`src/hdl/shc_map.vh`:
```
`ifndef SHC_MAP_VH
`define SHC_MAP_VH

// ==========================================================================
// Register offsets (byte addresses)
`define SHC_MODE_OFS 8'h5c
`define SHC_STAT_OFS 8'h60

// ==========================================================================
// Mode register fields and reset value
`define SHC_MODE_RST 8'h80
`define SHC_WDT_EN_BIT 7
`define SHC_WDT_PER_HI 6
`define SHC_WDT_PER_LO 5
`define SHC_WARM_BIT 4
`define SHC_HALT_HI 3
`define SHC_HALT_LO 2
`define SHC_WDT_INTERNAL_RESET_CTL_BIT 1
`define SHC_DRIVE_BIT 0

// ==========================================================================
// Halt mode encodings
`define SHC_HM_CPU 2'b00
`define SHC_HM_STOP 2'b01
`define SHC_HM_OSC 2'b10
`define SHC_HM_PART 2'b11

// ==========================================================================
// Timing counts
`define SHC_ENTRY_CLKS 2'h3
`define SHC_WARM_SHORT_CNT 17'h0_4000
`define SHC_WARM_LONG_CNT 17'h1_0000

// ==========================================================================
// AHB encodings
`define SHC_HTRANS_NONSEQ 2'h2
`define SHC_HTRANS_SEQ 2'h3

`endif

```
`src/hdl/shc_wake_latch.v`:
```
`timescale 1ns/1ps
`include "shc_map.vh"

// ==========================================================================
// Sticky hold of a wake request; a new request wins over a clear
module shc_wake_latch (
  hclk,
  hresetn,
  set_i,
  clr_i,
  held_o
);
  input wire hclk;
  input wire hresetn;
  input wire set_i;
  input wire clr_i;
  output wire held_o;

  reg held_q;

  always @(posedge hclk or negedge hresetn) begin
    if (!hresetn) begin
      held_q <= 1'b0;
    end else if (set_i) begin
      held_q <= 1'b1;
    end else if (clr_i) begin
      held_q <= 1'b0;
    end
  end

  assign held_o = held_q;
endmodule // shc_wake_latch

```
`src/hdl/shc_warmup.v`:
```
`timescale 1ns/1ps
`include "shc_map.vh"

// ==========================================================================
// Oscillator warm-up counter, counts oscillator ticks
module shc_warmup #(
  parameter [16:0] SHORT_CNT = `SHC_WARM_SHORT_CNT,
  parameter [16:0] LONG_CNT = `SHC_WARM_LONG_CNT
) (
  hclk,
  hresetn,
  start_i,
  long_i,
  osc_tick_i,
  done_o
);
  input wire hclk;
  input wire hresetn;
  input wire start_i;
  input wire long_i;
  input wire osc_tick_i;
  output reg done_o;

  reg [16:0] cnt_q;
  reg [16:0] lim_q;
  reg run_q;

  always @(posedge hclk or negedge hresetn) begin
    if (!hresetn) begin
      cnt_q <= 17'h0_0000;
      lim_q <= 17'h0_0000;
      run_q <= 1'b0;
      done_o <= 1'b0;
    end else begin
      done_o <= 1'b0;
      if (start_i) begin
        cnt_q <= 17'h0_0000;
        lim_q <= long_i ? LONG_CNT : SHORT_CNT;
        run_q <= 1'b1;
      end else if (run_q && osc_tick_i) begin
        if (cnt_q == lim_q - 17'h0_0001) begin
          run_q <= 1'b0;
          done_o <= 1'b1;
        end
        cnt_q <= cnt_q + 17'h0_0001;
      end
    end
  end
endmodule // shc_warmup

```
`src/hdl/shc_standby.v`:
```
// Implementation choice: the AHB-Lite interface to the registers.
`timescale 1ns/1ps
`include "shc_map.vh"

// Overview of operation
// - Halt instruction enters the state chosen by the two-bit halt mode field
// - Mode bit 7 enables the watchdog; it resets set
// - Warm-up bit picks 2^14 or 2^16 oscillator cycles of wait
// - Internal reset control bit routes watchdog timeout to internal reset
// - Pin-drive bit: ports float in full stop when 0, stay driven when 1
// - CPU-only halt keeps clocks, stops execution, samples interrupts
// - Partial idle: selected peripherals clocked; non-watchdog, non-converter
// - Oscillator idle: clock stops, only wake pins release, resume is synchronous
// - Full stop halts all; wake release restarts clock after warm-up
// - Interrupt at or above mask releases CPU-only halt, or partial halt unless watchdog or converter, is serviced, then continues
// - Masked interrupts do not release, except wake pins: no service
// - Wake during three-clock entry to oscillator idle or full stop is held; later interrupt releases
// - Reset releases any halt and initialises all settings
// - Full stop: oscillator pins high, inputs gated, clock out floats when pin-drive bit is 0
module shc_standby #(
  parameter [16:0] WARM_SHORT_CNT = `SHC_WARM_SHORT_CNT,
  parameter [16:0] WARM_LONG_CNT = `SHC_WARM_LONG_CNT
) (
  hclk,
  hresetn,
  hsel,
  haddr,
  htrans,
  hwrite,
  hsize,
  hwdata,
  hready,
  hrdata,
  hreadyout,
  hresp,
  halt_exec,
  processor_interrupt_mask,
  irq_req,
  irq_level,
  irq_is_watchdog,
  irq_is_converter,
  wake_interrupt_a,
  wake_interrupt_b,
  osc_tick,
  wdt_timeout,
  cpu_halted,
  cpu_resume,
  cpu_service,
  sys_clk_en,
  periph_clk_en,
  osc_en,
  watchdog_enable_bit,
  watchdog_period,
  wdt_internal_reset,
  port_oe,
  clk_out_oe,
  osc_out_high,
  input_gate_en,
  wake_held
);
  input wire hclk;
  input wire hresetn;
  input wire hsel;
  input wire [7:0] haddr;
  input wire [1:0] htrans;
  input wire hwrite;
  input wire [2:0] hsize;
  input wire [31:0] hwdata;
  input wire hready;
  output reg [31:0] hrdata;
  output reg hreadyout;
  output reg hresp;
  input wire halt_exec;
  input wire [2:0] processor_interrupt_mask;
  input wire irq_req;
  input wire [2:0] irq_level;
  input wire irq_is_watchdog;
  input wire irq_is_converter;
  input wire wake_interrupt_a;
  input wire wake_interrupt_b;
  input wire osc_tick;
  input wire wdt_timeout;
  output reg cpu_halted;
  output reg cpu_resume;
  output reg cpu_service;
  output reg sys_clk_en;
  output reg periph_clk_en;
  output reg osc_en;
  output reg watchdog_enable_bit;
  output reg [1:0] watchdog_period;
  output reg wdt_internal_reset;
  output reg port_oe;
  output reg clk_out_oe;
  output reg osc_out_high;
  output reg input_gate_en;
  output reg wake_held;

  // ========================================================================
  // States
  localparam [2:0] ST_RUN = 3'h0;
  localparam [2:0] ST_ENTER = 3'h1;
  localparam [2:0] ST_HALT = 3'h2;
  localparam [2:0] ST_WARM = 3'h3;
  localparam [2:0] ST_WAKE = 3'h4;

  // ========================================================================
  // Register bus slave
  reg [7:0] mode_q;
  reg [7:0] addr_q;
  reg wr_q;
  reg [2:0] state_q;
  reg [2:0] state_d;
  reg [1:0] hmode_q;
  reg [1:0] ecnt_q;
  reg svc_q;
  wire a_held;
  wire b_held;
  wire warm_done;
  wire acc;
  wire [31:0] rd_d;

  assign acc = hsel && hready &&
    (htrans == `SHC_HTRANS_NONSEQ || htrans == `SHC_HTRANS_SEQ);
  assign rd_d = (haddr == `SHC_MODE_OFS) ? {24'h00_0000, mode_q} :
    (haddr == `SHC_STAT_OFS) ?
    {24'h00_0000, 1'b0, b_held, a_held, hmode_q, state_q} :
    32'h0000_0000;

  always @(posedge hclk or negedge hresetn) begin
    if (!hresetn) begin
      addr_q <= 8'h00;
      wr_q <= 1'b0;
      hrdata <= 32'h0000_0000;
      hreadyout <= 1'b0;
      hresp <= 1'b0;
      mode_q <= `SHC_MODE_RST;
    end else begin
      hreadyout <= 1'b1;
      hresp <= 1'b0;
      wr_q <= acc && hwrite;
      if (acc) begin
        addr_q <= haddr;
      end
      if (acc && !hwrite) begin
        hrdata <= rd_d;
      end
      if (wr_q && addr_q == `SHC_MODE_OFS) begin
        mode_q <= hwdata[7:0];
      end
    end
  end

  // ========================================================================
  // Release qualification
  wire [1:0] sel_mode;
  wire enabled_irq;
  wire wake_now;
  wire part_ok;
  wire rel_cpu;
  wire rel_part;
  wire rel_osc;

  assign sel_mode = {mode_q[`SHC_HALT_HI], mode_q[`SHC_HALT_LO]};
  assign enabled_irq = irq_req &&
    (irq_level >= processor_interrupt_mask);
  assign wake_now = wake_interrupt_a || wake_interrupt_b;
  assign part_ok = enabled_irq && !irq_is_watchdog &&
    !irq_is_converter;
  assign rel_cpu = enabled_irq || wake_now;
  assign rel_part = part_ok || wake_now;
  assign rel_osc = wake_now;

  // ========================================================================
  // Held wake requests during entry
  wire in_entry;
  wire clr_held;

  assign in_entry = (state_q == ST_ENTER) &&
    (hmode_q == `SHC_HM_OSC || hmode_q == `SHC_HM_STOP);
  assign clr_held = (state_q == ST_WAKE);

  shc_wake_latch u_hold_a (
    .hclk(hclk),
    .hresetn(hresetn),
    .set_i(in_entry && wake_interrupt_a),
    .clr_i(clr_held),
    .held_o(a_held)
  );

  shc_wake_latch u_hold_b (
    .hclk(hclk),
    .hresetn(hresetn),
    .set_i(in_entry && wake_interrupt_b),
    .clr_i(clr_held),
    .held_o(b_held)
  );

  // ========================================================================
  // Warm-up wait
  shc_warmup #(
    .SHORT_CNT(WARM_SHORT_CNT),
    .LONG_CNT(WARM_LONG_CNT)
  ) u_warm (
    .hclk(hclk),
    .hresetn(hresetn),
    .start_i(state_q == ST_HALT && hmode_q == `SHC_HM_STOP &&
      rel_osc),
    .long_i(mode_q[`SHC_WARM_BIT]),
    .osc_tick_i(osc_tick),
    .done_o(warm_done)
  );

  // ========================================================================
  // Halt state machine
  reg rel_now;

  always @* begin
    case (hmode_q)
      `SHC_HM_CPU: rel_now = rel_cpu;
      `SHC_HM_PART: rel_now = rel_part;
      `SHC_HM_OSC: rel_now = rel_osc;
      `SHC_HM_STOP: rel_now = rel_osc;
      default: rel_now = 1'b0;
    endcase
  end

  always @* begin
    state_d = state_q;
    case (state_q)
      ST_RUN: begin
        if (halt_exec) begin
          state_d = ST_ENTER;
        end
      end
      ST_ENTER: begin
        if (ecnt_q == `SHC_ENTRY_CLKS - 2'h1) begin
          state_d = ST_HALT;
        end
      end
      ST_HALT: begin
        if (rel_now) begin
          if (hmode_q == `SHC_HM_STOP) begin
            state_d = ST_WARM;
          end else begin
            state_d = ST_WAKE;
          end
        end
      end
      ST_WARM: begin
        if (warm_done) begin
          state_d = ST_WAKE;
        end
      end
      ST_WAKE: begin
        state_d = ST_RUN;
      end
      default: begin
        state_d = ST_RUN;
      end
    endcase
  end

  always @(posedge hclk or negedge hresetn) begin
    if (!hresetn) begin
      state_q <= ST_RUN;
      hmode_q <= `SHC_HM_CPU;
      ecnt_q <= 2'h0;
      svc_q <= 1'b0;
    end else begin
      state_q <= state_d;
      if (state_q == ST_RUN && halt_exec) begin
        hmode_q <= sel_mode;
      end
      if (state_q == ST_ENTER) begin
        ecnt_q <= ecnt_q + 2'h1;
      end else begin
        ecnt_q <= 2'h0;
      end
      if (state_q == ST_HALT && rel_now) begin
        svc_q <= enabled_irq;
      end
    end
  end

  // ========================================================================
  // Registered outputs
  wire halted_d;
  wire in_stop;
  wire clk_on;

  assign halted_d = (state_d != ST_RUN) && (state_d != ST_WAKE);
  assign in_stop = halted_d && state_d != ST_ENTER &&
    hmode_q == `SHC_HM_STOP;
  assign clk_on = !halted_d || state_d == ST_ENTER ||
    hmode_q == `SHC_HM_CPU || hmode_q == `SHC_HM_PART;

  always @(posedge hclk or negedge hresetn) begin
    if (!hresetn) begin
      cpu_halted <= 1'b0;
      cpu_resume <= 1'b0;
      cpu_service <= 1'b0;
      sys_clk_en <= 1'b1;
      periph_clk_en <= 1'b1;
      osc_en <= 1'b1;
      watchdog_enable_bit <= 1'b1;
      watchdog_period <= 2'h0;
      wdt_internal_reset <= 1'b0;
      port_oe <= 1'b1;
      clk_out_oe <= 1'b1;
      osc_out_high <= 1'b0;
      input_gate_en <= 1'b1;
      wake_held <= 1'b0;
    end else begin
      cpu_halted <= halted_d;
      cpu_resume <= (state_d == ST_WAKE);
      // Service decision is taken at the release edge itself; svc_q
      // only carries it across the warm-up wait of full stop
      if (state_q == ST_HALT) begin
        cpu_service <= (state_d == ST_WAKE) && enabled_irq;
      end else begin
        cpu_service <= (state_d == ST_WAKE) && svc_q;
      end
      sys_clk_en <= clk_on;
      periph_clk_en <= !halted_d || state_d == ST_ENTER ||
        hmode_q != `SHC_HM_STOP && hmode_q != `SHC_HM_OSC;
      osc_en <= !in_stop && state_d != ST_WARM ||
        state_d == ST_WARM;
      watchdog_enable_bit <= mode_q[`SHC_WDT_EN_BIT];
      watchdog_period <= {mode_q[`SHC_WDT_PER_HI],
        mode_q[`SHC_WDT_PER_LO]};
      wdt_internal_reset <= mode_q[`SHC_WDT_INTERNAL_RESET_CTL_BIT] &&
        wdt_timeout;
      port_oe <= !in_stop || mode_q[`SHC_DRIVE_BIT];
      clk_out_oe <= !in_stop || mode_q[`SHC_DRIVE_BIT];
      osc_out_high <= in_stop;
      input_gate_en <= !in_stop;
      wake_held <= a_held || b_held;
    end
  end
endmodule // shc_standby

```
`config.mk`:
```
export PLATFORM = sky130hd
export DESIGN_NAME = shc_standby
export DESIGN_NICKNAME = d
export VERILOG_FILES = /design/src/hdl/shc_wake_latch.v /design/src/hdl/shc_warmup.v /design/src/hdl/shc_standby.v
export VERILOG_INCLUDE_DIRS = /design/src /design/src/hdl
export SDC_FILE = /design/constraint.sdc
export NUM_CORES = 1
export LEC_CHECK = 0
export BUFFER_PORTS_ARGS = -buffer_cell sky130_fd_sc_hd__buf_2
export CAP_MARGIN = 20
export CELL_PAD_IN_SITES_DETAIL_PLACEMENT = 1
export CELL_PAD_IN_SITES_GLOBAL_PLACEMENT = 2
export CORE_ASPECT_RATIO = 0.6
export CORE_MARGIN = 3
export CORE_UTILIZATION = 30
export CTS_CLUSTER_SIZE = 24
export DETAILED_ROUTE_END_ITERATION = 8
export GPL_ROUTABILITY_DRIVEN = 0
export HOLD_SLACK_MARGIN = 0.03
export PLACE_DENSITY_LB_ADDON = 0.1
export SLEW_MARGIN = 20
export SYNTH_ARGS = -nofsm -noshare
export SYNTH_HDL_FRONTEND = slang
export SYNTH_SLANG_ARGS = --single-unit
export TNS_END_PERCENT = 50
```
`constraint.sdc`:
```
create_clock -name hclk -period 2.3 [get_ports hclk]
set_clock_uncertainty 0.1 [all_clocks]
set_input_delay 0.345 -clock hclk [delete_from_list [all_inputs] [get_ports hclk]]
set_output_delay 0.345 -clock hclk [all_outputs]
set_load 0.02 [all_outputs]
```
==> run metrics <==
drt wl/cell 14.8 um; Synth top area share 47.6%; Seq/Total Area, Yosys 53.0%; initial antenna violation count 0; share of cells above drive strength 1 29.8%; Crit Path Class reg -> reg; measured slew at the worst slew-check pin 0.539 ns; residual DRC count 0; endpoints failing setup 0; GRT Overall Usage 13.2%; status complete, no violations; DR vias 2,366; Ys Warns 0; CTS resizes 0; max_cap viols 0; placed cells 508; IO Pins 113; Main synth FF type dfrtp_1; router iterations before antenna repair 4; Iter 0 DRT Violations 83; Synth Cell Area 0.00337 mm^2; clk_lat worst skew 0.33 ns; CP Capture Type register; die area 0.0126 mm^2; Hold/Removal Path Class in -> reg; startpoint types register; cell count after synthesis 318; nets 453; most frequent cells in the layout dfrtp_1, buf_2, nor2_1, conb_1, nand2_1; Final Cycle Share 90.2%; Max Transition Viols Final 0; number of global-route vias before repair 2,466; power consumption 3830 uW; first-pass GRT wire length 12.8 mm; Final ANT Viol Nets 0; cell leakage power 0.00182 uW; RSZ-0062 raised after global routing no; # H-tree levels 3; CTS max path bufs 2; core area 0.0107 mm^2; arrival time at the worst endpoint 2.19 ns; number of synthesized register bits 71; IO buf count 59; ys async rst share 100%; most area-consuming cells after synthesis dfrtp_1, buf_4, dfstp_2; HPWL Detailed 5.59 mm; Synth cell types 48; Critical Path Slowest Stage Cell dfrtp_1; Num CTS Buffers 9; clk sinks 71; clk root buf clkbuf_16; Post-synth EDFFs 0; Row Count 29; CP required 2.41 ns; DR vias/cell 4.51; Final Hold Fails 0; most common cell after layout, fill and taps aside dfrtp_1; die height 88.0 um; crit-path cells inv_1 > ha_1 > nor2_1 > a31oi_1 > o31a_1 > or2_1; post-layout util 37.4%; Routed WL 7.79 mm; power per cell area 955 mW/mm^2; Die Width 143 um; final cell count without fillers 525; setup TNS 0 ns; total grt overflow 0; Area growth, synth to finish 19.3%; fill cell count 1,226; largest net degree at the start of global routing 72; Highest Clock Rate 0.482 GHz; Peak VDD IR 406 uV; ANT cells 0; Top delay family on crit path compound AO/OA/AOI/OAI gates; initial core utilization 31.3%; CTS tree done; CTS clock-pin slew for the worst setup and hold paths 0.06 ns; area leader, netlist dfrtp_1; crit-path max cell delay 0.41 ns; Crit path buffers/inverters 1; worst-path maximum fanout 5; Rel. slew slack 63.9%; fin crit period 2.07 ns; Mean Syn Cell Area 10.6 um^2
[layout make-up]
type	count	area, um^2	share of cell area, %
clock buffers	10	239	5.95
multi-input cells	221	1370	34.2
repair buffers	64	348	8.66
clock inverters	6	45.0	1.12
well taps	139	174	4.33
flip-flops and latches	71	1790	44.5
inverters	14	52.6	1.31
[cells by family (layout without fill, tap and decap cells)]
logic type,after synthesis,count (layout),synth area share (%)
simple gates,109,109,17.2
flops,71,71,53.0
buf+inv,50,94,8.88
compound gates,47,47,8.44
mux,16,16,5.35
xor+xnor,15,15,3.90
fa+ha+maj,8,8,2.97
other cells,2,26,0.223
[worst paths after layout]
check	startpoint	endpoint	slack (ns)	cells after the start
worst max-delay path	hmode_q[0]	cpu_halted	0.23	6
worst min-delay path	wdt_timeout	wdt_internal_reset	0.13	2
worst max register to register	hmode_q[0]	cpu_halted	0.23	6
worst min register to register	mode_q[7]	watchdog_enable_bit	0.27	0
max in group asynchronous	hresetn	periph_clk_en	1.28	3
min in group asynchronous	hresetn	watchdog_period[0]	0.46	3
[flip-flops by register name (all words and copies together) (netlist names), 2 cells and up]
name,cells
hrdata,8
addr_q,8
watchdog_period,2
state_q,3
ecnt_q,2
u_warm.lim_q,2
u_warm.cnt_q,17
hmode_q,2
mode_q,8
[metrics by stage]
stage | hold slack (ns) | setup WS (ns) | instance area, um^2
after floorplan | -0.0506 | 0.499 | 3460
after global placement | 0.264 | 0.181 | 3720
after detailed placement | 0.264 | 0.138 | 3720
after CTS | 0.114 | 0.242 | 4020
after global routing | 0.130 | 0.0902 | 4020
final | 0.127 | 0.226 | 4020
[layer usage]
layer | part of all wire [%] | track usage, %
met4 | 0.63 | 3.62
met2 | 39 | 17.8
met5 | 0 | 0
met1 | 55 | 20.0
met3 | 5.4 | 4.31
[Yosys cell counts (3+ instances only)]
master    instances
a21oi_1          17
o21ai_0          11
ha_1              8
clkbuf_1          4
buf_4            26
mux2_2           16
buf_2             5
dfrtp_1          64
xor2_1            6
nand2b_1          4
xnor2_1           9
nand2_1          24
or2_1             4
or2_2             3
inv_1            14
nand4_1           5
dfstp_2           7
and3_1            3
a22oi_1           7
nand3_1          11
nor2_2            3
nor2_1           32
[timing repair]
item | in CTS | in global routing
buffers inserted | 0 | 0
hold endpoints to repair | 64 | 0
hold buffers | 1 | 0
[power breakdown]
group | total [uW] | switching, uW | internal, uW
clock network | 1320 | 560 | 763
logic | 855 | 513 | 342
registers | 1660 | 186 | 1470
No activity file was read; power rests on OpenSTA's default activity.
